## src/common/prox_consts.svh

```systemverilog
/*
 * Register offsets, field positions, reset values and the target address of the
 * proximity result and threshold block. Assumes it is included by its bare name.
 */
`ifndef PROX_CONSTS_SVH
`define PROX_CONSTS_SVH

`define ADDR_FLAGS 8'h8c
`define ADDR_RES_LO 8'h8d
`define ADDR_RES_HI 8'h8e
`define ADDR_IRQ_CTL 8'h8f
`define ADDR_UP_LO 8'h90
`define ADDR_UP_HI 8'h91
`define ADDR_LO_LO 8'h92
`define ADDR_LO_HI 8'h93
`define ADDR_COMP_HI 8'h94
`define ADDR_COMP_LO 8'h95
`define ADDR_FILTER 8'h9e

`define TARGET_ADDR 7'h23

`define BIT_NEW 0
`define BIT_IRQ 1
`define BIT_SAT 7
`define BIT_MODE 0
`define BIT_POL 2
`define FILTER_LSB 4

`define RST_UP 11'h7ff
`define RST_LO 11'h000
`define RST_COMP 10'h000
`define RST_RES 11'h000
`define RST_FILTER 4'h0
`define RUN_MAX 4'hf

`endif

```

## src/common/prox_pkg.sv

```systemverilog
/*
 * Types shared by the serial target and the register block.
 * Assumes nothing of its surroundings.
 */
package prox_pkg;
    typedef enum logic [2:0] {
        ST_IDLE,
        ST_ADDR,
        ST_ACK,
        ST_WRX,
        ST_TX,
        ST_MACK
    } link_state_t;
    typedef logic [10:0] sample_t;
endpackage

```

## src/common/reg_link_if.sv

```systemverilog
/*
 * Register access link between the serial target and the register block.
 * Assumes both ends run on the same system clock.
 */
interface reg_link_if;
    logic [7:0] addr;
    logic wr_stb;
    logic [7:0] wdata;
    logic rd_stb;
    logic [7:0] rdata;
    logic rd_active;
    modport target (output addr, output wr_stb, output wdata, output rd_stb,
                    output rd_active, input rdata);
    modport regs (input addr, input wr_stb, input wdata, input rd_stb,
                  input rd_active, output rdata);
endinterface

```

## src/hw/twowire_target.sv

```systemverilog
/*
 * Two-wire serial bus target: pointer write, data writes with auto increment,
 * and reads with auto increment. Assumes SCL and SDA are asynchronous pins and
 * that the register block answers a read strobe on the next clock edge.
 */
`include "prox_consts.svh"

module twowire_target
    import prox_pkg::*;
(
    input wire logic clk_sys_i,
    input wire logic rstn_i,
    input wire logic scl_i,
    input wire logic sda_i,
    output logic sda_o,
    output logic sda_oe_o,
    reg_link_if.target link
);
    logic scl_m_q, scl_s_q, scl_p_q, sda_m_q, sda_s_q, sda_p_q;
    link_state_t state_q, state_d;
    logic [7:0] sh_q, sh_d, ptr_q, ptr_d, addr_q, addr_d, wdat_q, wdat_d;
    logic [3:0] cnt_q, cnt_d;
    logic rw_q, rw_d, first_q, first_d, oe_q, oe_d, act_q, act_d;
    logic rd_q, rd_d, wr_q, wr_d;
    logic rise, fall, start, stop;

    assign rise = scl_s_q && !scl_p_q;
    assign fall = !scl_s_q && scl_p_q;
    assign start = scl_s_q && scl_p_q && sda_p_q && !sda_s_q;
    assign stop = scl_s_q && scl_p_q && !sda_p_q && sda_s_q;

    always_comb begin
        state_d = state_q;
        sh_d = sh_q;
        cnt_d = cnt_q;
        rw_d = rw_q;
        first_d = first_q;
        ptr_d = ptr_q;
        oe_d = oe_q;
        act_d = act_q;
        rd_d = 1'b0;
        wr_d = 1'b0;
        wdat_d = wdat_q;
        addr_d = addr_q;
        if (start) begin
            state_d = ST_ADDR;
            cnt_d = 4'h0;
            oe_d = 1'b0;
            act_d = 1'b0;
        end else if (stop) begin
            state_d = ST_IDLE;
            oe_d = 1'b0;
            act_d = 1'b0;
        end else begin
            case (state_q)
                ST_ADDR, ST_WRX: begin
                    if (rise) begin
                        sh_d = {sh_q[6:0], sda_s_q};
                        cnt_d = cnt_q + 4'h1;
                    end else if (fall && cnt_q == 4'h8) begin
                        oe_d = 1'b1;
                        state_d = ST_ACK;
                        if (state_q == ST_ADDR) begin
                            if (sh_q[7:1] == `TARGET_ADDR) begin
                                rw_d = sh_q[0];
                                first_d = 1'b1;
                                act_d = sh_q[0];
                                rd_d = sh_q[0];
                                addr_d = ptr_q;
                            end else begin
                                oe_d = 1'b0;
                                state_d = ST_IDLE;
                            end
                        end else if (first_q) begin
                            ptr_d = sh_q;
                            first_d = 1'b0;
                        end else begin
                            wr_d = 1'b1;
                            addr_d = ptr_q;
                            wdat_d = sh_q;
                            ptr_d = ptr_q + 8'h01;
                        end
                    end
                end
                ST_ACK: begin
                    if (fall && rw_q) begin
                        sh_d = link.rdata;
                        oe_d = ~link.rdata[7];
                        cnt_d = 4'h1;
                        ptr_d = ptr_q + 8'h01;
                        state_d = ST_TX;
                    end else if (fall) begin
                        oe_d = 1'b0;
                        cnt_d = 4'h0;
                        state_d = ST_WRX;
                    end
                end
                ST_TX: begin
                    if (fall && cnt_q == 4'h8) begin
                        oe_d = 1'b0;
                        state_d = ST_MACK;
                    end else if (fall) begin
                        sh_d = {sh_q[6:0], 1'b0};
                        oe_d = ~sh_q[6];
                        cnt_d = cnt_q + 4'h1;
                    end
                end
                ST_MACK: begin
                    if (rise && !sda_s_q) begin
                        rd_d = 1'b1;
                        addr_d = ptr_q;
                        state_d = ST_ACK;
                    end else if (rise) begin
                        state_d = ST_IDLE;
                    end
                end
                default: state_d = ST_IDLE;
            endcase
        end
    end

    always_ff @(posedge clk_sys_i or negedge rstn_i) begin
        if (!rstn_i) begin
            {scl_m_q, scl_s_q, scl_p_q} <= 3'h7;
            {sda_m_q, sda_s_q, sda_p_q} <= 3'h7;
            state_q <= ST_IDLE;
            sh_q <= 8'h00;
            cnt_q <= 4'h0;
            rw_q <= 1'b0;
            first_q <= 1'b0;
            ptr_q <= 8'h00;
            oe_q <= 1'b0;
            act_q <= 1'b0;
            rd_q <= 1'b0;
            wr_q <= 1'b0;
            wdat_q <= 8'h00;
            addr_q <= 8'h00;
            sda_o <= 1'b0;
        end else begin
            {scl_m_q, scl_s_q, scl_p_q} <= {scl_i, scl_m_q, scl_s_q};
            {sda_m_q, sda_s_q, sda_p_q} <= {sda_i, sda_m_q, sda_s_q};
            state_q <= state_d;
            sh_q <= sh_d;
            cnt_q <= cnt_d;
            rw_q <= rw_d;
            first_q <= first_d;
            ptr_q <= ptr_d;
            oe_q <= oe_d;
            act_q <= act_d;
            rd_q <= rd_d;
            wr_q <= wr_d;
            wdat_q <= wdat_d;
            addr_q <= addr_d;
            sda_o <= 1'b0;
        end
    end

    assign sda_oe_o = oe_q;
    assign link.addr = addr_q;
    assign link.wr_stb = wr_q;
    assign link.wdata = wdat_q;
    assign link.rd_stb = rd_q;
    assign link.rd_active = act_q;
endmodule // twowire_target

```

## src/hw/prox_result_threshold_irq.sv

```systemverilog
/*
 * Proximity result, threshold window, persistence filter and interrupt pin,
 * with its registers reached over the two-wire serial bus.
 * Assumes the measurement front end delivers one-cycle result pulses on the
 * system clock and that SCL and SDA arrive asynchronously.
 */
`include "prox_consts.svh"

module prox_result_threshold_irq
    import prox_pkg::*;
#(
    parameter int RES_W = 11
) (
    input wire logic clk_sys_i,
    input wire logic rstn_i,
    input wire logic scl_i,
    input wire logic sda_i,
    output logic sda_o,
    output logic sda_oe_o,
    output logic int_o,
    output logic int_oe_o,
    input wire logic meas_valid_i,
    input wire logic [RES_W-1:0] meas_raw_i,
    input wire logic meas_sat_i,
    input wire logic sat_report_en_i
);
    reg_link_if link ();

    twowire_target u_target (
        .clk_sys_i(clk_sys_i),
        .rstn_i(rstn_i),
        .scl_i(scl_i),
        .sda_i(sda_i),
        .sda_o(sda_o),
        .sda_oe_o(sda_oe_o),
        .link(link)
    );

    sample_t res_q, res_d, shadow_q, shadow_d, up_q, up_d, lo_q, lo_d, comp_val;
    logic [9:0] comp_q, comp_d;
    logic sat_q, sat_d, shadow_sat_q, shadow_sat_d, pend_q, pend_d;
    logic new_q, new_d, flag_q, flag_d, mode_q, mode_d, pol_q, pol_d;
    logic [3:0] run_q, run_d, persist_q, persist_d;
    logic [7:0] rdata_q, rdata_d;
    logic int_o_q, int_o_d, int_oe_q, int_oe_d;
    logic commit, outside, read_res;

    assign comp_val = (meas_raw_i > {1'b0, comp_q}) ? meas_raw_i - {1'b0, comp_q} : `RST_RES;
    assign commit = pend_q && !link.rd_active;
    assign outside = (shadow_q > up_q) || (shadow_q < lo_q);
    assign read_res = link.rd_stb &&
                      (link.addr == `ADDR_RES_LO || link.addr == `ADDR_RES_HI);

    always_comb begin
        shadow_d = shadow_q;
        shadow_sat_d = shadow_sat_q;
        pend_d = pend_q && !commit;
        res_d = res_q;
        sat_d = sat_q;
        new_d = new_q;
        flag_d = flag_q;
        run_d = run_q;
        if (meas_valid_i) begin
            shadow_d = comp_val;
            shadow_sat_d = meas_sat_i;
            pend_d = 1'b1;
        end
        if (read_res) begin
            new_d = 1'b0;
        end
        if (commit) begin
            res_d = shadow_q;
            sat_d = shadow_sat_q;
            new_d = 1'b1;
            if (outside) begin
                run_d = (run_q == `RUN_MAX) ? `RUN_MAX : run_q + 4'h1;
                if (run_q >= persist_q) begin
                    flag_d = 1'b1;
                end
            end else begin
                run_d = 4'h0;
                flag_d = 1'b0;
            end
        end
    end

    always_comb begin
        up_d = up_q;
        lo_d = lo_q;
        comp_d = comp_q;
        mode_d = mode_q;
        pol_d = pol_q;
        persist_d = persist_q;
        if (link.wr_stb) begin
            case (link.addr)
                `ADDR_IRQ_CTL: begin
                    mode_d = link.wdata[`BIT_MODE];
                    pol_d = link.wdata[`BIT_POL];
                end
                `ADDR_UP_LO: up_d = {up_q[10:8], link.wdata};
                `ADDR_UP_HI: up_d = {link.wdata[2:0], up_q[7:0]};
                `ADDR_LO_LO: lo_d = {lo_q[10:8], link.wdata};
                `ADDR_LO_HI: lo_d = {link.wdata[2:0], lo_q[7:0]};
                `ADDR_COMP_HI: comp_d = {link.wdata[1:0], comp_q[7:0]};
                `ADDR_COMP_LO: comp_d = {comp_q[9:8], link.wdata};
                `ADDR_FILTER: persist_d = link.wdata[7:4];
                default: ;
            endcase
        end
    end

    always_comb begin
        rdata_d = rdata_q;
        if (link.rd_stb) begin
            rdata_d = 8'h00;
            case (link.addr)
                `ADDR_FLAGS: rdata_d = {6'h00, flag_q, new_q};
                `ADDR_RES_LO: rdata_d = res_q[7:0];
                `ADDR_RES_HI: rdata_d = {sat_q && sat_report_en_i, 4'h0, res_q[10:8]};
                `ADDR_IRQ_CTL: rdata_d = {5'h00, pol_q, 1'b0, mode_q};
                `ADDR_UP_LO: rdata_d = up_q[7:0];
                `ADDR_UP_HI: rdata_d = {5'h00, up_q[10:8]};
                `ADDR_LO_LO: rdata_d = lo_q[7:0];
                `ADDR_LO_HI: rdata_d = {5'h00, lo_q[10:8]};
                `ADDR_COMP_HI: rdata_d = {6'h00, comp_q[9:8]};
                `ADDR_COMP_LO: rdata_d = comp_q[7:0];
                `ADDR_FILTER: rdata_d = {persist_q, 4'h0};
                default: rdata_d = 8'h00;
            endcase
        end
    end

    always_comb begin
        int_oe_d = mode_q && flag_q;
        int_o_d = int_oe_d ? pol_q : 1'b0;
    end

    always_ff @(posedge clk_sys_i or negedge rstn_i) begin
        if (!rstn_i) begin
            shadow_q <= `RST_RES;
            shadow_sat_q <= 1'b0;
            pend_q <= 1'b0;
            res_q <= `RST_RES;
            sat_q <= 1'b0;
            new_q <= 1'b0;
            flag_q <= 1'b0;
            run_q <= 4'h0;
            up_q <= `RST_UP;
            lo_q <= `RST_LO;
            comp_q <= `RST_COMP;
            mode_q <= 1'b0;
            pol_q <= 1'b0;
            persist_q <= `RST_FILTER;
            rdata_q <= 8'h00;
            int_o_q <= 1'b0;
            int_oe_q <= 1'b0;
        end else begin
            shadow_q <= shadow_d;
            shadow_sat_q <= shadow_sat_d;
            pend_q <= pend_d;
            res_q <= res_d;
            sat_q <= sat_d;
            new_q <= new_d;
            flag_q <= flag_d;
            run_q <= run_d;
            up_q <= up_d;
            lo_q <= lo_d;
            comp_q <= comp_d;
            mode_q <= mode_d;
            pol_q <= pol_d;
            persist_q <= persist_d;
            rdata_q <= rdata_d;
            int_o_q <= int_o_d;
            int_oe_q <= int_oe_d;
        end
    end

    assign link.rdata = rdata_q;
    assign int_o = int_o_q;
    assign int_oe_o = int_oe_q;
endmodule // prox_result_threshold_irq

```

## config.mk

```make
export PLATFORM = sky130hd
export DESIGN_NAME = prox_result_threshold_irq
export DESIGN_NICKNAME = d
export VERILOG_FILES = /design/src/common/prox_pkg.sv /design/src/common/reg_link_if.sv /design/src/hw/twowire_target.sv /design/src/hw/prox_result_threshold_irq.sv
export VERILOG_INCLUDE_DIRS = /design/src /design/src/common
export SDC_FILE = /design/constraint.sdc
export NUM_CORES = 1
export LEC_CHECK = 0
export BUFFER_PORTS_ARGS = -buffer_cell sky130_fd_sc_hd__buf_2
export CAP_MARGIN = 20
export CORE_UTILIZATION = 50
export CTS_BUF_LIST = sky130_fd_sc_hd__clkbuf_4
export CTS_CLUSTER_DIAMETER = 60
export DETAILED_ROUTE_END_ITERATION = 10
export PLACE_DENSITY = 0.74
export SLEW_MARGIN = 25
export SYNTH_ARGS = -nofsm -noshare
export SYNTH_HDL_FRONTEND = slang
export SYNTH_SLANG_ARGS = --single-unit
```

## constraint.sdc

```tcl
create_clock -name clk_sys_i -period 1.9 [get_ports clk_sys_i]
set_input_delay 0.19 -clock clk_sys_i [delete_from_list [all_inputs] [get_ports clk_sys_i]]
set_output_delay 0.19 -clock clk_sys_i [all_outputs]
set_load 0.1 [all_outputs]
```

==> impl_metrics.yaml <==
critical_path:
  rr_startpoint: "comp_q[3]$_DFFE_PN0P_"
  cp_top_family: "compound AO/OA/AOI/OAI gates"
  cp.buffers_inverters: 2
  crit_path_end_kind: "register"
  worstPathMaxFanout: 6
  crit_path_cell_trace: "inv_2 > ha_4 > a21o_1 > a211oi_2 > nor2_2 > o41ai_2 > buf_4 > o22ai_1"
  worstPathArrival_ps: 2570
  cp_slowest_cell: "dfrtp_1"
  r2r_cells: 8
  crit_path_start_kind: "register"
  r2r_slack_ps: -240
  cp.depth: 8
  critPathMaxStageDelay_ps: 450
  path_class: "reg2reg"
  critPathRequiredTime_ps: 2330
  timing.rr.end: "shadow_q[7]$_DFFE_PN0P_"
  endpoint: "shadow_q[7]$_DFFE_PN0P_"
  crit_start: "comp_q[3]$_DFFE_PN0P_"
cells_and_area:
  utilization_pct: 66.7
  area_growth_pct: 29.9
  finalNetCount: 907
  layout.cells.non_filler: 1042
  drive_above_1_share_pct: 38.6
  antennaDiodeCount: 0
clock_tree:
  worstSkewPairLatency_ps: 560
  clock-sinks: 130
  cts_tree: "built"
  cts_root_buf: "clkbuf_4"
  numCtsBuffers: 17
  cts.htree.levels: 4
  clkTransAtPathRegs_ps: 110
  max-clock-path-buffers: 2
sta:
  post-route-period-util_pct: 112
  timing.hold.ws_ps: 40.4
  finalSetupViolations: 36
  skew_ps: 16.9
  fmax_mhz: 468
  slew_headroom_pct: 62.6
  drv_slew: 0
  fin_crit_ps: 2140
  rsz0062_at_grt: "yes"
  hold_viol: 0
  setup_slack_ps: -237
  worstMarginPinSlew_ps: 560
logic_synthesis:
  yosysSeqAreaShare_pct: 45.9
  netlist.area_leader.share_pct: 39.7
  yosysWarnings: 0
  ys_top_cells_by_area: "dfrtp_1 (40%), mux2_2 (7.9%), ha_1 (6.8%), dfstp_2 (6.3%), o21ai_0 (4.2%)"
  synth_cell_type_count: 70
  synthCells: 705
  syn-num-nets: 763
  yosysMostFrequentCell: "dfrtp_1"
  synth_edf_count: 0
  ys_ff_latch: 130
  synthTopCellsByCount: "dfrtp_1 (113), nand2_1 (70), o21ai_0 (60)"
  syn_area_sq_um: 7130
  yosysTopAreaCell: "dfrtp_1"
  syn_avg_cell_area_sq_um: 10.1
  synth-main-ff-cell: "dfrtp_1"
  ys_async_sr_fraction_pct: 100
grt:
  grt_busiest_layer: "met2"
  grt_use_total_pct: 28.0
  met2_usage_pct: 45.8
  grt_max_degree: 55
  use_met1_pct: 34.9
  antenna_found_initial: 0
  first_global_vias: 6241
  grt_first_pass_wirelength_mm: 31.1
  grt_util_met3_pct: 6.48
  grt-ovfl-total: 0
pwr:
  pwr-share-comb_pct: 19.6
  p_seq_share_pct: 47.4
  p_int_uw: 4810
  power_switching_uw: 1940
  clockPowerShare_pct: 33.0
  ir_worst_vdd_mv: 0.377
  swShare_pct: 28.8
  p_leak_uw: 0.00414
  p_per_area_nw_per_um2: 729
placed_design:
  io_buffers: 20
  gp_congestion: 0.900
  pre_cts_slack_ps: -207
  dp_hpwl_mm: 13.4
  dp.cells: 977
drt:
  dr.pass1.iters: 5
  routed_wire_length_per_instance_um: 19.2
  vias: 6154
  drc: 0
  detail_route.iter0.violations: 585
  ant_nets: 0
  wl_mm: 20.0
  routed_via_density: 5.91
floorplan:
  die_w_um: 121
  rows: 43
  ios: 22
  start_util_pct: 51.4
  core_area_sq_um: 13900
  die_h_um: 121
  die-area_sq_um: 14700
flow_run:
  drv_cap: 0
worst_hold_path:
  min_path_type: "in2reg"
status:
  status: "finished, violations left"
  violations: "negative setup slack"
cells in the final DEF, fill, tap and decap left out, types with 6 or more instances in the layout:
cell / instances
o211ai_1: 6
mux2i_1: 13
buf_6: 9
o21ai_0: 46
inv_1: 44
nand3_2: 6
o21ai_1: 11
a21oi_1: 28
and3_1: 6
nor2b_1: 10
a32oi_1: 8
mux2_4: 19
nor2_1: 29
o22ai_1: 10
nand2_1: 67
clkbuf_4: 19
a21oi_2: 11
dfstp_2: 17
mux2_2: 33
nand3_1: 24
a21o_1: 9
ha_4: 12
inv_2: 9
dfrtp_1: 111
ha_1: 27
a22o_1: 6
buf_2: 19
nand2b_1: 10
buf_4: 115
layout make-up:
| cell class | count | area [sq um] |
|---|---|---|
| Timing Repair Buffer | 153 | 1210 |
| Inverter | 53 | 199 |
| Tap cell | 180 | 225 |
| Clock inverter | 13 | 190 |
| Sequential cell | 130 | 3280 |
| Fill cell | 1004 | 4620 |
| Clock buffer | 19 | 143 |
| Multi-Input combinational cell | 494 | 4020 |
power groups by stage:
| stage | Combinational (uW) | Clock [uW] | Sequential [uW] |
|---|---|---|---|
| floorplan | 631 | 0 | 3190 |
| global placement | 1060 | 0 | 3210 |
| detailed placement | 1110 | 0 | 3230 |
| CTS | 1220 | 2250 | 3190 |
| global route | 1460 | 2400 | 3230 |
| finish | 1320 | 2230 | 3200 |
what timing repair did:
| item | 4_1_cts | 5_1_grt |
|---|---|---|
| buffers inserted | 12 | 14 |
| pin swaps | 37 | 28 |
| endpoints found under the setup margin | 45 | 76 |
| gates cloned | 2 | 2 |
| hold buffers | 5 | 0 |
| resized for setup | 60 | 60 |
| endpoints found under the hold margin | 80 | 0 |
logic make-up after synthesis:
family          Yosys count  synth area share [%]
compound gates          177                  15.8
xor+xnor                  9                  1.11
fa+ha+maj                40                  7.13
buf+inv                  81                  4.63
flops                   130                  45.9
mux                      68                  11.0
other cells               1                0.0526
simple gates            199                  14.3
stage by stage:
step	cell area [sq um]	setup TNS (ps)	total power (uW)
floorplan	7190	0	3820
global placement	8180	-2220	4270
detailed placement	8180	-4360	4340
CTS	8970	-1960	6660
global route	9260	-7350	7090
finish	9260	-3980	6750
registers in the layout, summed over array words and instances, names as in the netlist, 3 cells and up:
register and cells:
up_q 11, persist_q 4, shadow_q 11, run_q 4, link.rdata 8, u_target.state_q 3, res_q 11, u_target.link.wdata 8
comp_q 10, u_target.sh_q 8, lo_q 11, u_target.link.addr 8, u_target.ptr_q 8, u_target.cnt_q 4
per-layer routing:
metal	up-vias	wire (um)
met5	-	0
met1	3048	8310
met4	0	799
met3	67	1140
met2	235	9710
li1	2804	-
how the worst min path moves through the flow:
stage / start / endpoint / slack [ps] / depth (start not counted)
CTS: meas_valid_i / shadow_q[0]$_DFFE_PN0P_ / 10 / 2
global route: meas_valid_i / pend_q$_DFF_PN0_ / 10 / 2
finish: meas_valid_i / shadow_q[0]$_DFFE_PN0P_ / 40 / 2
global placement: rstn_i / u_target.state_q[0]$_DFFE_PN0P_ / 180 / 1
detailed placement: rstn_i / u_target.state_q[0]$_DFFE_PN0P_ / 190 / 1
floorplan: rstn_i / comp_q[0]$_DFFE_PN0P_ / -110 / 0
Power figures use the tool's default switching activity.
